--- config.mk ---
export PLATFORM = sky130hd
export DESIGN_NAME = erscx_top
export DESIGN_NICKNAME = d
export VERILOG_FILES = /design/src/erscx_pkg.sv /design/src/erscx_encode.sv /design/src/erscx_flag.sv /design/src/erscx_top.sv
export SDC_FILE = /design/constraint.sdc
export NUM_CORES = 1
export LEC_CHECK = 0
export BUFFER_PORTS_ARGS = -buffer_cell sky130_fd_sc_hd__buf_2
export CAP_MARGIN = 0
export CORE_UTILIZATION = 30
export CTS_CLUSTER_DIAMETER = 150
export CTS_CLUSTER_SIZE = 14
export DETAILED_ROUTE_END_ITERATION = 7
export HOLD_SLACK_MARGIN = 0.05
export SYNTH_ARGS = -nofsm -noshare
export SYNTH_HDL_FRONTEND = slang
export SYNTH_SLANG_ARGS = --single-unit
--- constraint.sdc ---
create_clock -name ref_clk_in -period 1.9 [get_ports ref_clk_in]
set_clock_uncertainty 0.15 [all_clocks]
set_input_delay 0 -clock ref_clk_in [delete_from_list [all_inputs] [get_ports ref_clk_in]]
set_output_delay 0 -clock ref_clk_in [all_outputs]
set_load 0.05 [all_outputs]
--- src/erscx_pkg.sv ---
// Package: constants for the error status and calibration exit block.
// Assumes: included before all design modules of this block.
package erscx_pkg;
    // ------------------------------------------------------------------
    // Error source flag positions
    // ------------------------------------------------------------------
    localparam int ERR_WIDTH = 8;
    localparam int BIT_SYNTAX = 0;
    localparam int BIT_OPTION = 1;
    localparam int BIT_CHANNEL = 2;
    localparam int BIT_CAL = 3;
    localparam int BIT_TRIGGER = 4;
    localparam int BIT_RANGE = 5;
    localparam int BIT_CONFLICT = 7;
    localparam logic [7:0] ERR_RESET = 8'h00;
    // Calibration status error indicator bits 0..5
    localparam int CAL_WIDTH = 8;
    localparam logic [7:0] CAL_ERR_MASK = 8'h3f;
    // ------------------------------------------------------------------
    // Reported codes (decimal value of the code)
    // ------------------------------------------------------------------
    localparam logic [7:0] CODE_NONE = 8'h00;
    localparam logic [7:0] CODE_SYNTAX = 8'h01;
    localparam logic [7:0] CODE_OPTION = 8'h02;
    localparam logic [7:0] CODE_CHANNEL = 8'h04;
    localparam logic [7:0] CODE_CAL = 8'h08;
    localparam logic [7:0] CODE_TRIGGER = 8'h10;
    localparam logic [7:0] CODE_RANGE = 8'h20;
    localparam logic [7:0] CODE_CONFLICT = 8'h80;
endpackage

--- src/erscx_encode.sv ---
// Priority encoder: highest set error flag to its reported code.
// Assumes: flags come registered from the top module.
`timescale 1ns/10ps
`default_nettype none
module erscx_encode (
    input wire logic [7:0] flags_in,
    output logic [7:0] code_out
);
    // Highest-numbered flag wins; bit 6 carries no code
    always_comb begin
        if (flags_in[erscx_pkg::BIT_CONFLICT]) begin
            code_out = erscx_pkg::CODE_CONFLICT;
        end else if (flags_in[erscx_pkg::BIT_RANGE]) begin
            code_out = erscx_pkg::CODE_RANGE;
        end else if (flags_in[erscx_pkg::BIT_TRIGGER]) begin
            code_out = erscx_pkg::CODE_TRIGGER;
        end else if (flags_in[erscx_pkg::BIT_CAL]) begin
            code_out = erscx_pkg::CODE_CAL;
        end else if (flags_in[erscx_pkg::BIT_CHANNEL]) begin
            code_out = erscx_pkg::CODE_CHANNEL;
        end else if (flags_in[erscx_pkg::BIT_OPTION]) begin
            code_out = erscx_pkg::CODE_OPTION;
        end else if (flags_in[erscx_pkg::BIT_SYNTAX]) begin
            code_out = erscx_pkg::CODE_SYNTAX;
        end else begin
            code_out = erscx_pkg::CODE_NONE;
        end
    end
endmodule
`default_nettype wire

--- src/erscx_flag.sv ---
// One sticky error flag: set by an event, cleared by a query.
// Assumes: set and clear come from logic on the same clock.
`timescale 1ns/10ps
`default_nettype none
module erscx_flag (
    input wire logic ref_clk_in,
    input wire logic reset_n_in,
    input wire logic set_in,
    input wire logic clear_in,
    output logic flag_out
);
    logic flag_r;
    logic flag_nxt;

    // Set wins so an event in the clearing cycle is kept
    always_comb begin
        flag_nxt = flag_r;
        if (clear_in) begin
            flag_nxt = 1'b0;
        end
        if (set_in) begin
            flag_nxt = 1'b1;
        end
    end

    // Flag register
    always_ff @(posedge ref_clk_in or negedge reset_n_in) begin
        if (!reset_n_in) begin
            flag_r <= 1'b0;
        end else begin
            flag_r <= flag_nxt;
        end
    end

    assign flag_out = flag_r;
endmodule
`default_nettype wire

--- src/erscx_top.sv ---
// Error status query and calibration exit command logic.
// Assumes: a command decoder on ref_clk_in gives one-cycle command
// strobes and one-cycle fault events; calibration flags are same-clock.
//
// Functional notes
// - Leave-calibration ends calibration mode; enter-calibration alone restores it.
// - Error query reports the present condition from the 8-bit flags.
// - Each error query answer is exactly one defined code.
// - Command conflict sets flag bit seven, code E128.
// - Open input, full scale or linearization overflow sets bit five, E032.
// - Extra start or stop, or unexpected start, sets bit four, E016.
// - Any calibration status bit zero to five sets bit three, E008.
// - Missing channel or unsupported channel type sets bit two, E004.
// - Missing or out-of-range parameter sets bit one, E002.
// - Command syntax error sets bit zero, E001.
// - No pending flag answers E000.
// - Front-panel error indicator lights when an error is recorded.
// - Error query clears pending error conditions.
// - Status query-and-clear command also clears error conditions.
// - Indicator stays lit until a query or status clear clears it.
`timescale 1ns/10ps
`default_nettype none
module erscx_top (
    input wire logic ref_clk_in,
    input wire logic reset_n_in,
    input wire logic cmd_enter_cal_in,
    input wire logic cmd_leave_cal_in,
    input wire logic cmd_error_query_in,
    input wire logic status_query_clear_command_in,
    input wire logic bad_syntax_error_in,
    input wire logic bad_option_error_in,
    input wire logic channel_config_error_in,
    input wire logic open_input_in,
    input wire logic adc_full_scale_in,
    input wire logic linearization_limit_in,
    input wire logic extra_start_in,
    input wire logic extra_stop_in,
    input wire logic unexpected_start_in,
    input wire logic command_conflict_in,
    input wire logic [7:0] calibration_status_flags_in,
    output logic cal_mode_out,
    output logic [7:0] error_source_flags_out,
    output logic error_code_valid_out,
    output logic [7:0] error_code_out,
    output logic error_led_out
);
    // ------------------------------------------------------------------
    // Calibration mode
    // ------------------------------------------------------------------
    // Two states suffice: the calibration steps themselves live elsewhere
    typedef enum logic [0:0] {
        ERSCX_CAL_OFF = 1'b0,
        ERSCX_CAL_ON = 1'b1
    } erscx_cal_state_e;

    erscx_cal_state_e cal_state_r;
    erscx_cal_state_e cal_state_nxt;

    // Leave beats enter; leave while out of calibration keeps the mode off
    always_comb begin
        cal_state_nxt = cal_state_r;
        case (cal_state_r)
            ERSCX_CAL_OFF: begin
                if (cmd_enter_cal_in && !cmd_leave_cal_in) begin
                    cal_state_nxt = ERSCX_CAL_ON;
                end
            end
            ERSCX_CAL_ON: begin
                if (cmd_leave_cal_in) begin
                    cal_state_nxt = ERSCX_CAL_OFF;
                end
            end
            default: begin
                cal_state_nxt = ERSCX_CAL_OFF;
            end
        endcase
    end

    // Mode register; reset leaves the unit out of calibration
    always_ff @(posedge ref_clk_in or negedge reset_n_in) begin
        if (!reset_n_in) begin
            cal_state_r <= ERSCX_CAL_OFF;
        end else begin
            cal_state_r <= cal_state_nxt;
        end
    end

    // ------------------------------------------------------------------
    // Fault events
    // ------------------------------------------------------------------
    logic syntax_event;
    logic option_event;
    logic channel_event;
    logic cal_fault_event;
    logic trigger_event;
    logic range_event;
    logic conflict_event;
    logic clear_all;

    // One event per flag; sources sharing a flag are ORed, any one sets it
    assign syntax_event = bad_syntax_error_in;
    assign option_event = bad_option_error_in;
    assign channel_event = channel_config_error_in;
    assign cal_fault_event =
        |(calibration_status_flags_in & erscx_pkg::CAL_ERR_MASK);
    assign trigger_event =
        extra_start_in | extra_stop_in | unexpected_start_in;
    assign range_event =
        open_input_in | adc_full_scale_in | linearization_limit_in;
    assign conflict_event = command_conflict_in;

    // Either query clears every flag; a fault in the same cycle survives it
    assign clear_all = cmd_error_query_in | status_query_clear_command_in;

    // ------------------------------------------------------------------
    // Error source flags
    // ------------------------------------------------------------------
    logic flag_syntax;
    logic flag_option;
    logic flag_channel;
    logic flag_cal;
    logic flag_trigger;
    logic flag_range;
    logic flag_conflict;
    logic [7:0] flags;

    // Syntax fault
    erscx_flag u_flag_syntax (
        .ref_clk_in(ref_clk_in),
        .reset_n_in(reset_n_in),
        .set_in(syntax_event),
        .clear_in(clear_all),
        .flag_out(flag_syntax)
    );

    // Missing or out-of-range parameter
    erscx_flag u_flag_option (
        .ref_clk_in(ref_clk_in),
        .reset_n_in(reset_n_in),
        .set_in(option_event),
        .clear_in(clear_all),
        .flag_out(flag_option)
    );

    // Channel configuration fault
    erscx_flag u_flag_channel (
        .ref_clk_in(ref_clk_in),
        .reset_n_in(reset_n_in),
        .set_in(channel_event),
        .clear_in(clear_all),
        .flag_out(flag_channel)
    );

    // Calibration fault, from the status flags
    erscx_flag u_flag_cal (
        .ref_clk_in(ref_clk_in),
        .reset_n_in(reset_n_in),
        .set_in(cal_fault_event),
        .clear_in(clear_all),
        .flag_out(flag_cal)
    );

    // Trigger overrun
    erscx_flag u_flag_trigger (
        .ref_clk_in(ref_clk_in),
        .reset_n_in(reset_n_in),
        .set_in(trigger_event),
        .clear_in(clear_all),
        .flag_out(flag_trigger)
    );

    // Open input or range fault
    erscx_flag u_flag_range (
        .ref_clk_in(ref_clk_in),
        .reset_n_in(reset_n_in),
        .set_in(range_event),
        .clear_in(clear_all),
        .flag_out(flag_range)
    );

    // Command conflict
    erscx_flag u_flag_conflict (
        .ref_clk_in(ref_clk_in),
        .reset_n_in(reset_n_in),
        .set_in(conflict_event),
        .clear_in(clear_all),
        .flag_out(flag_conflict)
    );

    // Flags on their positions; bit 6 has no source and always reads zero
    always_comb begin
        flags = erscx_pkg::ERR_RESET;
        flags[erscx_pkg::BIT_SYNTAX] = flag_syntax;
        flags[erscx_pkg::BIT_OPTION] = flag_option;
        flags[erscx_pkg::BIT_CHANNEL] = flag_channel;
        flags[erscx_pkg::BIT_CAL] = flag_cal;
        flags[erscx_pkg::BIT_TRIGGER] = flag_trigger;
        flags[erscx_pkg::BIT_RANGE] = flag_range;
        flags[erscx_pkg::BIT_CONFLICT] = flag_conflict;
    end

    // ------------------------------------------------------------------
    // Front-panel error indicator
    // ------------------------------------------------------------------
    logic [7:0] set_vec;
    logic [7:0] flags_after;
    logic led_r;
    logic led_nxt;

    // Fault events on their flag positions
    always_comb begin
        set_vec = erscx_pkg::ERR_RESET;
        set_vec[erscx_pkg::BIT_SYNTAX] = syntax_event;
        set_vec[erscx_pkg::BIT_OPTION] = option_event;
        set_vec[erscx_pkg::BIT_CHANNEL] = channel_event;
        set_vec[erscx_pkg::BIT_CAL] = cal_fault_event;
        set_vec[erscx_pkg::BIT_TRIGGER] = trigger_event;
        set_vec[erscx_pkg::BIT_RANGE] = range_event;
        set_vec[erscx_pkg::BIT_CONFLICT] = conflict_event;
    end

    // Lamp follows the flags' own next values: a set beats a clear, so a
    // fault in the clearing cycle keeps the lamp lit without a blink
    always_comb begin
        flags_after = (flags & ~{erscx_pkg::ERR_WIDTH{clear_all}}) | set_vec;
        led_nxt = |flags_after;
    end

    // Lamp flop; costs one flop but keeps the pin free of decode glitches
    always_ff @(posedge ref_clk_in or negedge reset_n_in) begin
        if (!reset_n_in) begin
            led_r <= 1'b0;
        end else begin
            led_r <= led_nxt;
        end
    end

    // ------------------------------------------------------------------
    // Error query answer
    // ------------------------------------------------------------------
    // Answer strobe: one cycle in the show state after each query
    typedef enum logic [0:0] {
        ERSCX_ANS_IDLE = 1'b0,
        ERSCX_ANS_SHOW = 1'b1
    } erscx_ans_state_e;

    erscx_ans_state_e ans_state_r;
    erscx_ans_state_e ans_state_nxt;
    logic [7:0] code_now;
    logic [7:0] code_r;
    logic [7:0] code_nxt;

    // Highest pending flag to its code
    erscx_encode u_encode (
        .flags_in(flags),
        .code_out(code_now)
    );

    // Code taken from the flags as they stand at the query edge, before the
    // clear lands; a fault in that same cycle waits for the next query
    always_comb begin
        code_nxt = code_r;
        ans_state_nxt = ERSCX_ANS_IDLE;
        case (ans_state_r)
            ERSCX_ANS_IDLE: begin
                if (cmd_error_query_in) begin
                    ans_state_nxt = ERSCX_ANS_SHOW;
                    code_nxt = code_now;
                end
            end
            ERSCX_ANS_SHOW: begin
                // Back-to-back queries each get a fresh answer
                if (cmd_error_query_in) begin
                    ans_state_nxt = ERSCX_ANS_SHOW;
                    code_nxt = code_now;
                end
            end
            default: begin
                ans_state_nxt = ERSCX_ANS_IDLE;
            end
        endcase
    end

    // Answer registers; the code holds until the next query
    always_ff @(posedge ref_clk_in or negedge reset_n_in) begin
        if (!reset_n_in) begin
            ans_state_r <= ERSCX_ANS_IDLE;
            code_r <= erscx_pkg::CODE_NONE;
        end else begin
            ans_state_r <= ans_state_nxt;
            code_r <= code_nxt;
        end
    end

    // ------------------------------------------------------------------
    // Outputs
    // ------------------------------------------------------------------
    // Mode and answer strobe decode straight from their state registers
    assign cal_mode_out = (cal_state_r == ERSCX_CAL_ON);
    assign error_code_valid_out = (ans_state_r == ERSCX_ANS_SHOW);

    // Data outputs come straight from flops
    assign error_source_flags_out = flags;
    assign error_code_out = code_r;
    assign error_led_out = led_r;
endmodule
`default_nettype wire

==> flow_summary.toml <==
[worst_hold_path]
min-delay-path-class = "in -> reg"

[route]
starting_drc_count_in_detailed_routing = 10
num_vias = 713
ant_nets = 0
wl_um = 1790
drc_markers = 0
viasPerCell = 4.57
route.detailed.wl_per_inst_um = 11.5
drtPass1Iterations = 4

[timing]
rsz_0062_raised_after_global_routing = "no"
finalCriticalPeriod_ps = 1720
worst_slack_ps = 180
fin_hold_ws_ps = 79.1
hold_viol_final = 0
fraction_of_the_cycle_the_final_worst_path_needs_pct = 90.5
final.setup.tns_ps = 0
setup_viol = 0
timing_max_transition_violations_final = 0
relSlewSlack_pct = 51.8
max_slew.worst_pin.slew_ps = 721
achievable_frequency_mhz = 581

[place]
dpl-instance-area_um2 = 907
port_buffers = 38
dp_worst_setup_slack_ps = 288
place_congestion = 0.680
hpwlAfterDp_um = 1180

[setup_path]
critical_path.max_stage_delay_ps = 540
cp_cell_sequence = "dlygate4sd3_1 -> buf_2 -> nor4_1 -> o311a_1 -> inv_1 -> dlygate4sd3_1"
timing.setup.critical_path_class = "in -> reg"
path_common_cell = "dlygate4sd3_1"
critPathLaunchType = "input pin"
critical_path.slowest_cell = "dlygate4sd3_1"
worstSetupEndpointType = "flip-flop"
worst_ep_required_time_ps = 1930
cp_max_fo = 2
critPathArrivalTime_ps = 1750

[global_routing]
first_global_vias = 664
global_route.peak_usage_layer = "met2"
grt_pass1_wl_um = 2870
global_route.usage.met1_pct = 16.7
largest_net_degree_at_the_start_of_global_routing = 18
gr-usage-all-layers_pct = 14.6
globalRouteMet3Util_pct = 4.68
use_met2_pct = 27.3
gr-total-overflow = 0
antenna_found_initial = 0

[logic_synthesis]
synth.ff_latch_count = 17
yosys_most_used_dff = "dfrtp_1"
netlist_instances = 68
avgSynthCellArea_um2 = 10.9
synth_seq_area_share_pct = 57.3
netlist_area_um2 = 742
synth.lib_cells_used.distinct = 21
synth_enable_flop_cells = 0
ys.warnings.count = 0
synthArstFlopShare_pct = 100

[clocking]
post_cts_hold_buffer_count = 26
post-cts-setup-buffer-count = 0
buffer_depth_of_the_longest_clock_path = 2
cts_max_level = 1
clk_root_buffer_cell = "clkbuf_4"
cts_num_sinks = 17
cts_inserted_buffers = 3
cts-resized-gates = 0
clock_tree_from_tritoncts = "yes"
clk_latency_ps = 290
cts.reportedPaths.clkPinSlew_ps = 90

[cells_and_area]
diodes = 0
ff_latch_area_um2 = 425
multi_input_area_um2 = 211
area_growth_syn_to_layout_pct = 61.0
final.fill_count = 214
final_area_mm2 = 0.00119
final_net_count = 153
layout-drive-gt1-share_pct = 35.2

[power_and_ir_drop]
switching_share_pct = 30.3
power.density_cell_area_mw_per_mm2 = 636
power_leakage_uw = 0.000580
combinational_power_share_pct = 23.9
power.internal_uw = 530
ir_worst_vdd_mv = 0.520
switching_component_of_the_power_uw = 230
clock_power_share_pct = 24.8
power.sequential.fraction_pct = 51.3

[floorplan]
die-height_um = 51.7
placeableCoreArea_mm2 = 0.00228
row_count = 17
io-pin-count = 43
start_util_pct = 32.6
die_w_um = 51.7
die_area_mm2 = 0.00268

[run_status]
outcome = "finished, final reports clean"

[job]
max-cap-violations = 0
==> path summary, 6_finish.rpt <==
check / startpoint / endpoint / slack, ps / cells after the start
min in group asynchronous: reset_n_in / u_flag_cal.flag_out / 670 / 3
setup / recovery: calibration_status_flags_in[1] / u_flag_cal.flag_out / 180 / 6
max in group asynchronous: reset_n_in / u_flag_channel.flag_out / 470 / 3
hold / removal: status_query_clear_command_in / error_led_out / 80 / 3
hold reg to reg: error_code_out[7] / error_code_out[7] / 370 / 1
setup reg to reg: u_flag_range.flag_out / error_led_out / 270 / 2
==> stage by stage <==
step / power, uW / instances / utilization (%)
after floorplan: 495 / 69 / -
after global placement: 534 / 126 / 39.9
after detailed placement: 536 / 126 / 39.9
after CTS: 768 / 156 / 52.5
after global routing: 800 / 156 / 52.5
final: 760 / 156 / 52.5
==> registers in the layout, indices dropped and copies added, names as in the netlist <==
| register | cells |
|---|---|
| error_code_out | 7 |
| u_flag_syntax.flag_out | 1 |
| error_led_out | 1 |
| u_flag_trigger.flag_out | 1 |
| cal_mode_out | 1 |
| u_flag_cal.flag_out | 1 |
| u_flag_channel.flag_out | 1 |
| u_flag_conflict.flag_out | 1 |
| error_code_valid_out | 1 |
| u_flag_option.flag_out | 1 |
| u_flag_range.flag_out | 1 |
==> worst max-delay path, delay by kind of cell <==
| family | cells | cell delay (ps) |
|---|---|---|
| AOI/OAI and AO/OA | 1 | 230 |
| and+or+nand+nor | 1 | 290 |
| buffers and inverters | 4 | 1230 |
==> final cells by class <==
| class | count | share of cell area [%] |
|---|---|---|
| Clock buffer | 3 | 1.88 |
| Clock inverter | 1 | 0.419 |
| Inverter | 10 | 3.14 |
| Multi-Input combinational cell | 32 | 17.7 |
| Sequential cell | 17 | 35.6 |
| Tap cell | 28 | 2.93 |
| Timing Repair Buffer | 65 | 38.3 |
==> layer usage <==
layer  vias up  part of all wire [%]  wire length (um)
li1        352                     -                 -
met5         -                     0                 0
met1       333                    40               714
met3         0                   6.4               115
met4         0                     0                 0
met2        28                    54               964
==> cells in the final DEF (no fill, tap or decap), drive strengths merged, types with 2 or more instances in the layout <==
master / n
inv: 10
nand3: 2
o32ai: 2
o21ai: 2
dlygate4sd3: 26
a21o: 4
nand2: 2
clkbuf: 3
nor2: 4
conb: 2
nor4: 4
dfrtp: 17
a2111o: 2
o22ai: 2
buf: 39
==> power by group through the flow <==
stage	combinational (uW)	clock [uW]	sequential [uW]
floorplan	71.5	0	424
global placement	137	0	397
detailed placement	139	0	397
CTS	181	197	390
global route	192	215	393
finish	181	188	390
==> cell usage after synthesis (2+ instances only) <==
| master | number | area share [%] |
|---|---|---|
| buf_4 | 9 | 9.1 |
| nor2_1 | 3 | 1.5 |
| nor4_1 | 4 | 3.4 |
| nand2_1 | 2 | 1.0 |
| inv_1 | 10 | 5.1 |
| a21o_1 | 4 | 4.0 |
| nand3_1 | 2 | 1.3 |
| dfrtp_1 | 17 | 57 |
| o21ai_0 | 2 | 1.3 |
| o22ai_1 | 2 | 1.7 |
| o32ai_1 | 2 | 2.4 |
| a2111o_1 | 2 | 3.0 |
==> logic make-up (layout without fill, tap and decap cells) <==
kind of cell | Yosys count | after routing | share of synthesized area [%]
AOI/OAI and AO/OA | 14 | 14 | 14.8
muxes | 1 | 1 | 1.52
DFF | 17 | 17 | 57.3
buffers and inverters | 20 | 79 | 14.7
other | 1 | 2 | 0.505
and+or+nand+nor | 15 | 15 | 11.1
No activity file was read; power rests on OpenSTA's default activity.
